File: config.mk
export PLATFORM = sky130hd
export DESIGN_NAME = bus_cycle_seq
export DESIGN_NICKNAME = d
export VERILOG_FILES = /design/src/inc/seq_pkg.sv /design/src/inc/gport_if.sv /design/src/bus_cycle_seq.sv /design/src/gport_unit.sv
export SDC_FILE = /design/constraint.sdc
export NUM_CORES = 1
export LEC_CHECK = 0
export BUFFER_PORTS_ARGS = -buffer_cell sky130_fd_sc_hd__buf_2
export CELL_PAD_IN_SITES_DETAIL_PLACEMENT = 2
export CELL_PAD_IN_SITES_GLOBAL_PLACEMENT = 2
export CORE_AREA = 2 2 116 118
export CTS_CLUSTER_SIZE = 8
export DETAILED_ROUTE_END_ITERATION = 8
export DIE_AREA = 0 0 118 120
export MAX_ROUTING_LAYER = met4
export PLACE_DENSITY_LB_ADDON = 0.1
export SETUP_SLACK_MARGIN = 0.1
export SYNTH_ARGS = -nofsm -noshare
export SYNTH_HDL_FRONTEND = slang
export SYNTH_SLANG_ARGS = --single-unit
File: constraint.sdc
create_clock -name mclk -period 4.4 [get_ports mclk]
set_input_delay 0.44 -clock mclk [delete_from_list [all_inputs] [get_ports mclk]]
set_output_delay 0.44 -clock mclk [all_outputs]
set_load 0.02 [all_outputs]
File: src/inc/seq_pkg.sv
// Operation
// - Fully static logic; the clock may stop at either level indefinitely.
// - Fetch address is valid at least one clock before the latch strobe falls.
// - Low address stays on the multiplexed port one clock after strobe falls.
// - Fetched byte is captured before the program store strobe returns high.
// - Upper address port holds steady for the whole memory cycle.
// - Write data is driven at least one clock before the write strobe falls.
// - Write data stays driven one clock after the write strobe rises.
// - General port inputs are sampled at state five phase two.
// - New port outputs appear at the end of state six phase two.
// - Control register writes need key 87h then 59h written first.
// - Once unlocked, writing 03h to control enters programming mode.
package seq_pkg;

	// =========================================================
	// Special register addresses and key values
	localparam logic [7:0] KEY_ADDR   = 8'hf6;
	localparam logic [7:0] CTRL_ADDR  = 8'hbf;
	localparam logic [7:0] KEY_FIRST  = 8'h87;
	localparam logic [7:0] KEY_SECOND = 8'h59;
	localparam logic [7:0] ISP_ENTER  = 8'h03;
	localparam logic [7:0] CTRL_RESET = 8'h00;

	// =========================================================
	// Cycle phase lengths, in input clock periods
	localparam logic [2:0] ALE_CYC   = 3'h2;
	localparam logic [2:0] FGAP_CYC  = 3'h1;
	localparam logic [2:0] PROGRAM_STORE_STROBE_CYC  = 3'h3;
	localparam logic [2:0] FTAIL_CYC = 3'h1;
	localparam logic [2:0] RWGAP_CYC = 3'h3;
	localparam logic [2:0] RW_CYC    = 3'h6;
	localparam logic [2:0] RTAIL_CYC = 3'h2;
	localparam logic [2:0] WTAIL_CYC = 3'h1;

	// =========================================================
	// Machine cycle: six states of two phases each
	localparam logic [3:0] PH_STATE_FIVE_PHASE_TWO = 4'h9;
	localparam logic [3:0] PH_STATE_SIX_PHASE_TWO = 4'hb;
	localparam logic [7:0] PORT_RESET = 8'hff;

	typedef enum logic [4:0] {
		ST_IDLE = 5'h01,
		ST_ADDR = 5'h02,
		ST_GAP  = 5'h04,
		ST_STRB = 5'h08,
		ST_TAIL = 5'h10
	} seq_state_t;

	typedef enum logic [1:0] {
		K_FETCH = 2'h0,
		K_READ  = 2'h1,
		K_WRITE = 2'h2
	} cyc_kind_t;

	typedef enum logic [2:0] {
		KS_LOCK = 3'h1,
		KS_HALF = 3'h2,
		KS_OPEN = 3'h4
	} key_state_t;

	// Length of a sequencer state for a given cycle kind
	function automatic logic [2:0] phase_len(seq_state_t s, cyc_kind_t k);
		logic [2:0] n;
		n = 3'h1;
		unique case (s)
			ST_ADDR: n = ALE_CYC;
			ST_GAP:  n = (k == K_FETCH) ? FGAP_CYC : RWGAP_CYC;
			ST_STRB: n = (k == K_FETCH) ? PROGRAM_STORE_STROBE_CYC : RW_CYC;
			ST_TAIL:
			begin
				if (k == K_FETCH)
					n = FTAIL_CYC;
				else if (k == K_READ)
					n = RTAIL_CYC;
				else
					n = WTAIL_CYC;
			end
			ST_IDLE: n = 3'h1;
		endcase
		return n;
	endfunction

endpackage

File: src/inc/gport_if.sv
`timescale 1ns/1ps
// Machine-phase strobes and port data between sequencer and port unit
interface gport_if;
	logic       state_five_phase_two;
	logic       state_six_phase_two_end;
	logic [7:0] out_val;
	logic [7:0] in_val;

	modport seq  (output state_five_phase_two, output state_six_phase_two_end, output out_val,
		input in_val);
	modport unit (input state_five_phase_two, input state_six_phase_two_end, input out_val,
		output in_val);
endinterface

File: src/bus_cycle_seq.sv
`timescale 1ns/1ps
module bus_cycle_seq
	import seq_pkg::*;
(
	input  wire logic        mclk,
	input  wire logic        nrst,
	input  wire logic        req_valid,
	input  wire logic [1:0]  req_kind,
	input  wire logic [15:0] req_addr,
	input  wire logic [7:0]  req_wdata,
	output logic             req_ready_q,
	output logic             rsp_valid_q,
	output logic [7:0]       rsp_data_q,
	output logic             ale_q,
	output logic             program_store_strobe_n_q,
	output logic             rd_n_q,
	output logic             wr_n_q,
	input  wire logic [7:0]  multiplexed_low_port_in,
	output logic [7:0]       multiplexed_low_port_out_q,
	output logic             multiplexed_low_port_oe_q,
	output logic [7:0]       upper_address_port_q,
	input  wire logic        sfr_wr,
	input  wire logic [7:0]  sfr_addr,
	input  wire logic [7:0]  sfr_wdata,
	output logic             isp_mode_q,
	output logic [7:0]       ctrl_q,
	input  wire logic [7:0]  gport_wdata,
	input  wire logic [7:0]  gport_pins_in,
	output logic [7:0]       gport_pins_out_q,
	output logic [7:0]       gport_rdata
);

	// =========================================================
	// Bus cycle sequencer
	seq_state_t st_q, st_d;
	cyc_kind_t  kind_q, kind_d;
	logic [2:0] cnt_q, cnt_d;
	logic [7:0] lo_addr_q, lo_addr_d, wdata_q, wdata_d;
	logic [7:0] hi_d, lo_out_d, rdata_d;
	logic       ale_d, program_store_strobe_d, rd_d, wr_d, oe_d, rdy_d, rsp_d;
	logic       first_gap;

	// Next state and registered pin values; all state lives in plain
	// edge flops, so a stopped clock loses nothing
	always_comb
	begin
		st_d      = st_q;
		kind_d    = kind_q;
		cnt_d     = cnt_q;
		lo_addr_d = lo_addr_q;
		wdata_d   = wdata_q;
		hi_d      = upper_address_port_q;
		rdata_d   = rsp_data_q;
		rsp_d     = 1'b0;
		unique case (st_q)
			ST_IDLE:
				if (req_valid)
				begin
					st_d      = ST_ADDR;
					kind_d    = cyc_kind_t'(req_kind);
					lo_addr_d = req_addr[7:0];
					hi_d      = req_addr[15:8];
					wdata_d   = req_wdata;
					cnt_d     = ALE_CYC - 3'h1;
				end
			ST_ADDR:
				if (cnt_q == 3'h0)
				begin
					st_d  = ST_GAP;
					cnt_d = phase_len(ST_GAP, kind_q) - 3'h1;
				end
			ST_GAP:
				if (cnt_q == 3'h0)
				begin
					st_d  = ST_STRB;
					cnt_d = phase_len(ST_STRB, kind_q) - 3'h1;
				end
			ST_STRB:
				if (cnt_q == 3'h0)
				begin
					st_d  = ST_TAIL;
					cnt_d = phase_len(ST_TAIL, kind_q) - 3'h1;
					rsp_d = 1'b1;
					// Latched on the edge that raises the strobe
					if (kind_q != K_WRITE)
						rdata_d = multiplexed_low_port_in;
				end
			ST_TAIL:
				if (cnt_q == 3'h0)
					st_d = ST_IDLE;
			default:
				st_d = ST_IDLE;
		endcase
		// Count down only while staying in the same state
		if (!(st_d != st_q && st_d != ST_IDLE)
			&& st_q != ST_IDLE && cnt_q != 3'h0)
			cnt_d = cnt_q - 3'h1;
	end

	// Pin levels decoded from the next state, so pins leave flops
	always_comb
	begin
		first_gap = (st_d == ST_GAP)
			&& (cnt_d == phase_len(ST_GAP, kind_d) - 3'h1);
		ale_d  = (st_d == ST_ADDR);
		program_store_strobe_d = !(st_d == ST_STRB && kind_d == K_FETCH);
		rd_d   = !(st_d == ST_STRB && kind_d == K_READ);
		wr_d   = !(st_d == ST_STRB && kind_d == K_WRITE);
		rdy_d  = (st_d == ST_IDLE);
		// Address through the latch strobe and one clock beyond
		if (st_d == ST_ADDR || first_gap)
		begin
			oe_d     = 1'b1;
			lo_out_d = lo_addr_d;
		end
		else
		begin
			// Write data brackets the strobe on both sides
			oe_d     = (kind_d == K_WRITE) && (st_d != ST_IDLE);
			lo_out_d = wdata_d;
		end
	end

	always_ff @(posedge mclk or negedge nrst)
	begin
		if (!nrst)
		begin
			st_q                       <= ST_IDLE;
			kind_q                     <= K_FETCH;
			cnt_q                      <= 3'h0;
			lo_addr_q                  <= 8'h00;
			wdata_q                    <= 8'h00;
			upper_address_port_q       <= 8'h00;
			rsp_data_q                 <= 8'h00;
			rsp_valid_q                <= 1'b0;
			req_ready_q                <= 1'b1;
			ale_q                      <= 1'b0;
			program_store_strobe_n_q   <= 1'b1;
			rd_n_q                     <= 1'b1;
			wr_n_q                     <= 1'b1;
			multiplexed_low_port_oe_q  <= 1'b0;
			multiplexed_low_port_out_q <= 8'h00;
		end
		else
		begin
			st_q                       <= st_d;
			kind_q                     <= kind_d;
			cnt_q                      <= cnt_d;
			lo_addr_q                  <= lo_addr_d;
			wdata_q                    <= wdata_d;
			upper_address_port_q       <= hi_d;
			rsp_data_q                 <= rdata_d;
			rsp_valid_q                <= rsp_d;
			req_ready_q                <= rdy_d;
			ale_q                      <= ale_d;
			program_store_strobe_n_q   <= program_store_strobe_d;
			rd_n_q                     <= rd_d;
			wr_n_q                     <= wr_d;
			multiplexed_low_port_oe_q  <= oe_d;
			multiplexed_low_port_out_q <= lo_out_d;
		end
	end

	// =========================================================
	// Programming-mode unlock
	key_state_t ks_q, ks_d;
	logic [7:0] ctrl_d;
	logic       isp_d;

	// Any wrong key byte relocks; a control write leaves the unlock in place
	always_comb
	begin
		ks_d   = ks_q;
		ctrl_d = ctrl_q;
		isp_d  = isp_mode_q;
		if (sfr_wr && sfr_addr == KEY_ADDR)
		begin
			if (sfr_wdata == KEY_FIRST)
				ks_d = KS_HALF;
			else if (sfr_wdata == KEY_SECOND && ks_q == KS_HALF)
				ks_d = KS_OPEN;
			else
				ks_d = KS_LOCK;
		end
		else if (sfr_wr && sfr_addr == CTRL_ADDR && ks_q == KS_OPEN)
		begin
			ctrl_d = sfr_wdata;
			isp_d  = (sfr_wdata == ISP_ENTER);
		end
	end

	always_ff @(posedge mclk or negedge nrst)
	begin
		if (!nrst)
		begin
			ks_q       <= KS_LOCK;
			ctrl_q     <= CTRL_RESET;
			isp_mode_q <= 1'b0;
		end
		else
		begin
			ks_q       <= ks_d;
			ctrl_q     <= ctrl_d;
			isp_mode_q <= isp_d;
		end
	end

	// =========================================================
	// Machine phase counter and general port unit
	logic [3:0] ph_q, ph_d;
	gport_if    gif();

	always_comb
	begin
		ph_d = (ph_q == PH_STATE_SIX_PHASE_TWO) ? 4'h0 : ph_q + 4'h1;
	end

	always_ff @(posedge mclk or negedge nrst)
	begin
		if (!nrst)
			ph_q <= 4'h0;
		else
			ph_q <= ph_d;
	end

	assign gif.state_five_phase_two     = (ph_q == PH_STATE_FIVE_PHASE_TWO);
	assign gif.state_six_phase_two_end = (ph_q == PH_STATE_SIX_PHASE_TWO);
	assign gif.out_val  = gport_wdata;
	assign gport_rdata  = gif.in_val;

	gport_unit u_gport (
		.mclk       (mclk),
		.nrst       (nrst),
		.gif        (gif.unit),
		.pins_in    (gport_pins_in),
		.pins_out_q (gport_pins_out_q)
	);
endmodule

File: src/gport_unit.sv
`timescale 1ns/1ps
module gport_unit
	import seq_pkg::*;
(
	input  wire logic       mclk,
	input  wire logic       nrst,
	gport_if.unit           gif,
	input  wire logic [7:0] pins_in,
	output logic      [7:0] pins_out_q
);

	// =========================================================
	// Input synchroniser and filter
	logic [7:0] s1_q, s2_q, s3_q, stable_q, in_q;
	logic [7:0] stable_d, in_d, out_d;

	// Accept a change only when stages two and three agree
	always_comb
	begin
		stable_d = stable_q;
		for (int i = 0; i < 8; i++)
			if (s2_q[i] == s3_q[i])
				stable_d[i] = s3_q[i];
		in_d  = gif.state_five_phase_two ? stable_q : in_q;
		out_d = gif.state_six_phase_two_end ? gif.out_val : pins_out_q;
	end

	always_ff @(posedge mclk or negedge nrst)
	begin
		if (!nrst)
		begin
			s1_q       <= PORT_RESET;
			s2_q       <= PORT_RESET;
			s3_q       <= PORT_RESET;
			stable_q   <= PORT_RESET;
			in_q       <= PORT_RESET;
			pins_out_q <= PORT_RESET;
		end
		else
		begin
			s1_q       <= pins_in;
			s2_q       <= s1_q;
			s3_q       <= s2_q;
			stable_q   <= stable_d;
			in_q       <= in_d;
			pins_out_q <= out_d;
		end
	end

	assign gif.in_val = in_q;
endmodule

==> results.md <==
* Slew Limit Headroom at 25.3%
* R2R setup slack at 1.40 ns
* Number of iterations in the first detailed-routing pass at 4
* Remaining DRCs at 0
* Root buffer cell: sky130_fd_sc_hd__clkbuf_16
* Die H at 120 µm
* HPWL after detailed placement at 8.39 mm
* Commonest non-fill, non-tap cells in the layout: sky130_fd_sc_hd__buf_2 (124), sky130_fd_sc_hd__dfrtp_1 (67), sky130_fd_sc_hd__mux2_2 (60), sky130_fd_sc_hd__dfstp_2 (54), sky130_fd_sc_hd__clkbuf_16 (19)
* Worst EP arrival at 3.29 ns
* Worst slack at placement at 1.44 ns
* Number of instances resized during post-cts repair at 0
* Least setup slack across all paths after layout at 1.40 ns
* Floorplan row count at 42
* Overall routed net length at 12.3 mm
* Result of the run: completed
* Total nets after synthesis at 396
* Combinational cell fraction of total power at 26.3%
* Count of pins over their slew limit at 0
* F_max at 334 MHz
* Deepest clock path buffer count at 2
* CP Launch Type: register
* CTS tree: done
* Effective utilization at floorplan at 37.3%
* Setup TNS at 0 ns
* Async set-reset flop share out of synthesis at 100%
* Number of global-route vias before repair at 3623
* RSZ-0062 raised after global routing: false
* Die extent in x at 118 µm
* Total via count after detailed routing at 3254
* Maximum number of pins on one net before global-route repair at 50
* Avg Synthesized Cell Area at 15.0 µm²
* Class of the most critical hold timing path: in -> async
* Multiplexer share of the synthesized area at 16.8%
* Final hold violation count at 0
* Antenna Violating Nets Remaining at 0
* Clock latency on the worst-skew pair at 0.42 ns
* Floorplan die area at 14200 µm²
* Post-synth EDFFs at 0
* Routability congestion estimate at 0.830
* # nets final at 534
* Proportion of synthesized chip area in sequential cells at 63.9%
* Global route overflow at 0
* P per Cell Area at 651 nW/µm²
* Post-route cell area at 6260 µm²
* # hold bufs at CTS at 0
* Share of post-route cells with drive strength above 1 at 61.7%
* Leakage at 2.82 nW
* Area of the mapped netlist at 4840 µm²
* Sequential power share at 37.2%
* Crit path kind: reg -> reg
* Core outline area at 13000 µm²
* Worst-margin pin slew at 1.12 ns
* Largest fanout of any net on the critical path at 10
* I/O pin total at 126
* Most common cell after layout, fill and taps aside: sky130_fd_sc_hd__buf_2
* Post-Route Skew at 0.00873 ns
* Post-synthesis compound-gate area fraction at 4.75%
* IR Drop Worst-Case VDD at 277 µV
* Kind of end point of the critical path: register
* Number of instances in the synthesized netlist at 322
* Placed instance area at 5620 µm²
* Final critical path time including I/O delays and setup at 3.00 ns
* Arithmetic-cell share of the synthesized area counting full adders, half adders and majority gates at 2.69%
* Global-route wire length before repair at 19.7 mm
* Clock Power Share at 36.6%
* Clock-pin slew on the worst setup and hold paths at 0.06 ns
* Cell count after placement at 617
* Post-synth cell types at 55
* Internal power of the cells at 2.83 mW
* Routed len/inst at 19.0 µm
* Main combinational cell family by area after synthesis: multiplexers
* Post-synthesis sequential element count at 121
* Post-CTS Setup Inserts at 0
* Drt initial violations at 112
* GRT Resource Usage Total at 19.0%
* Number of violations of the max-capacitance limit at 0
* Number of fill cells at 1274
* Flip-flop cell with the highest count after synthesis: sky130_fd_sc_hd__dfrtp_1
* Number of antenna violations at the first check in global routing at 0
* Data required time at the worst endpoint at 4.69 ns
* Final clock period utilization by the worst path at 68.1%
* Finished Layout Cells at 649
* R2r endpoint: multiplexed_low_port_out_q[0]$_DFF_PN0_
* Number of buffers added by the clock tree synthesis step at 17
* Net switching power at 1.24 mW
* Setup Viol. Count Final at 0
* Synthesis warning total at 0
* Routed via count divided by cell count at 5.01
* Sinks on the clock net at 121
* Worst Reg-to-Reg Cells at 8
* Number of antenna diodes at 0
* CTS HTree Levels at 4
* Origin of the critical flop-to-flop path: cnt_q[0]$_DFF_PN0_
* Total of buffers placed on input and output ports at 125
* Post-synthesis share of cell area spent on and, or, nand and nor gates at 8.81%
* Switching fraction of total power at 30.4%
* Xor and xnor fraction of the mapped netlist area at 0.181%
* Synth-to-layout area growth at 29.3%
==> Yosys cell counts, types with 2 or more instances <==
master / instances / area (µm²)
sky130_fd_sc_hd__dfrtp_1: 67 / 1680
sky130_fd_sc_hd__mux2_2: 60 / 676
sky130_fd_sc_hd__dfstp_2: 54 / 1420
sky130_fd_sc_hd__nor2_1: 14 / 52.6
sky130_fd_sc_hd__inv_1: 11 / 41.3
sky130_fd_sc_hd__maj3_1: 8 / 80.1
sky130_fd_sc_hd__mux2_4: 8 / 120
sky130_fd_sc_hd__nand3_1: 8 / 40.0
sky130_fd_sc_hd__nand2_1: 7 / 26.3
sky130_fd_sc_hd__o21ai_0: 7 / 35.0
sky130_fd_sc_hd__buf_6: 5 / 56.3
sky130_fd_sc_hd__nand2b_1: 5 / 31.3
sky130_fd_sc_hd__nor4_1: 5 / 31.3
sky130_fd_sc_hd__ha_1: 4 / 50.1
sky130_fd_sc_hd__nor2b_1: 4 / 25.0
sky130_fd_sc_hd__nor3_1: 4 / 20.0
sky130_fd_sc_hd__nor4b_1: 4 / 35.0
sky130_fd_sc_hd__nor4bb_1: 3 / 30.0
sky130_fd_sc_hd__a41oi_1: 2 / 17.5
sky130_fd_sc_hd__clkbuf_8: 2 / 27.5
sky130_fd_sc_hd__mux2i_1: 2 / 20.0
sky130_fd_sc_hd__nand3b_1: 2 / 15.0
sky130_fd_sc_hd__o211ai_1: 2 / 15.0
sky130_fd_sc_hd__o221ai_1: 2 / 17.5
sky130_fd_sc_hd__o311a_2: 2 / 22.5
==> power groups by stage <==
stage | sequential [mW] | combinational [mW] | clock, mW
2_1_floorplan | 1.61 | 0.653 | 0
3_3_place_gp | 1.51 | 1.01 | 0
3_5_place_dp | 1.53 | 1.06 | 0
4_1_cts | 1.52 | 1.08 | 1.52
5_1_grt | 1.54 | 1.15 | 1.58
6_report | 1.51 | 1.07 | 1.49
==> layer usage <==
| layer | part of all wire, % | up-vias | GRT usage [%] |
|---|---|---|---|
| met1 | 41 | 1675 | 21.1 |
| met3 | 5.0 | 27 | 5.99 |
| met4 | 1.8 | 0 | 7.30 |
| met2 | 52 | 111 | 32.1 |
| met5 | 0 | - | - |
| li1 | - | 1441 | - |
==> cell families (layout without fill, tap and decap cells) <==
group,count (synthesis),after routing
xor+xnor,1,1
fa+ha+maj,12,12
flops,121,121
simple gates,69,69
compound gates,29,29
buf+inv,20,171
mux,70,70
==> cell type report <==
type                       instances  area, µm²  share of cell area [%]
timing repair buffer             128        651                    10.4
clock buffer                      23        510                    8.15
inverter                          11       41.3                   0.659
tap                              176        220                    3.52
sequential                       121       3100                    49.4
clock inverter                     9        133                    2.12
multi-input combinational        181       1610                    25.7
==> per-stage QoR <==
stage / util, % / hold slack (ns) / total power, mW
after floorplan: - / 0.144 / 2.26
after global placement: 43.3 / 0.346 / 2.53
after detailed placement: 43.3 / 0.347 / 2.58
after CTS: 48.2 / 0.0752 / 4.12
after global routing: 48.2 / 0.0956 / 4.28
final: 48.2 / 0.0622 / 4.08
==> how the worst max path moves through the flow <==
stage	from	endpoint	slack, ns	cells after the start
finish	cnt_q[0]$_DFF_PN0_	multiplexed_low_port_out_q[0]$_DFF_PN0_	1.40	8
detailed placement	st_q[4]$_DFF_PN0_	multiplexed_low_port_out_q[1]$_DFF_PN0_	1.44	7
global route	cnt_q[0]$_DFF_PN0_	multiplexed_low_port_out_q[1]$_DFF_PN0_	1.17	9
floorplan	cnt_q[0]$_DFF_PN0_	multiplexed_low_port_out_q[0]$_DFF_PN0_	2.08	10
global placement	st_q[4]$_DFF_PN0_	multiplexed_low_port_out_q[5]$_DFF_PN0_	1.49	7
CTS	cnt_q[0]$_DFF_PN0_	multiplexed_low_port_out_q[0]$_DFF_PN0_	1.40	8
==> registers in the layout (all words and copies together), names as in the netlist, 2 cells and up <==
name,cells
ctrl_q,8
lo_addr_q,8
multiplexed_low_port_out_q,8
rsp_data_q,8
u_gport.gif.in_val,8
u_gport.pins_out_q,8
u_gport.s1_q,8
u_gport.s2_q,8
u_gport.s3_q,8
u_gport.stable_q,8
upper_address_port_q,8
wdata_q,8
st_q,5
ph_q,4
cnt_q,3
ks_q,3
kind_q,2
==> critical path, cell delays in order, from the launching register on <==
cell and delay, ns:
sky130_fd_sc_hd__dfrtp_1 0.39, sky130_fd_sc_hd__inv_1 0.09, sky130_fd_sc_hd__ha_1 0.23, sky130_fd_sc_hd__nand2b_1 0.32, sky130_fd_sc_hd__or4_2 0.70, sky130_fd_sc_hd__o221ai_1 0.20, sky130_fd_sc_hd__o31ai_1 0.09, sky130_fd_sc_hd__nand2b_1 0.48
sky130_fd_sc_hd__mux2_4 0.36
Note: power is estimated with default switching activity, not from simulation.
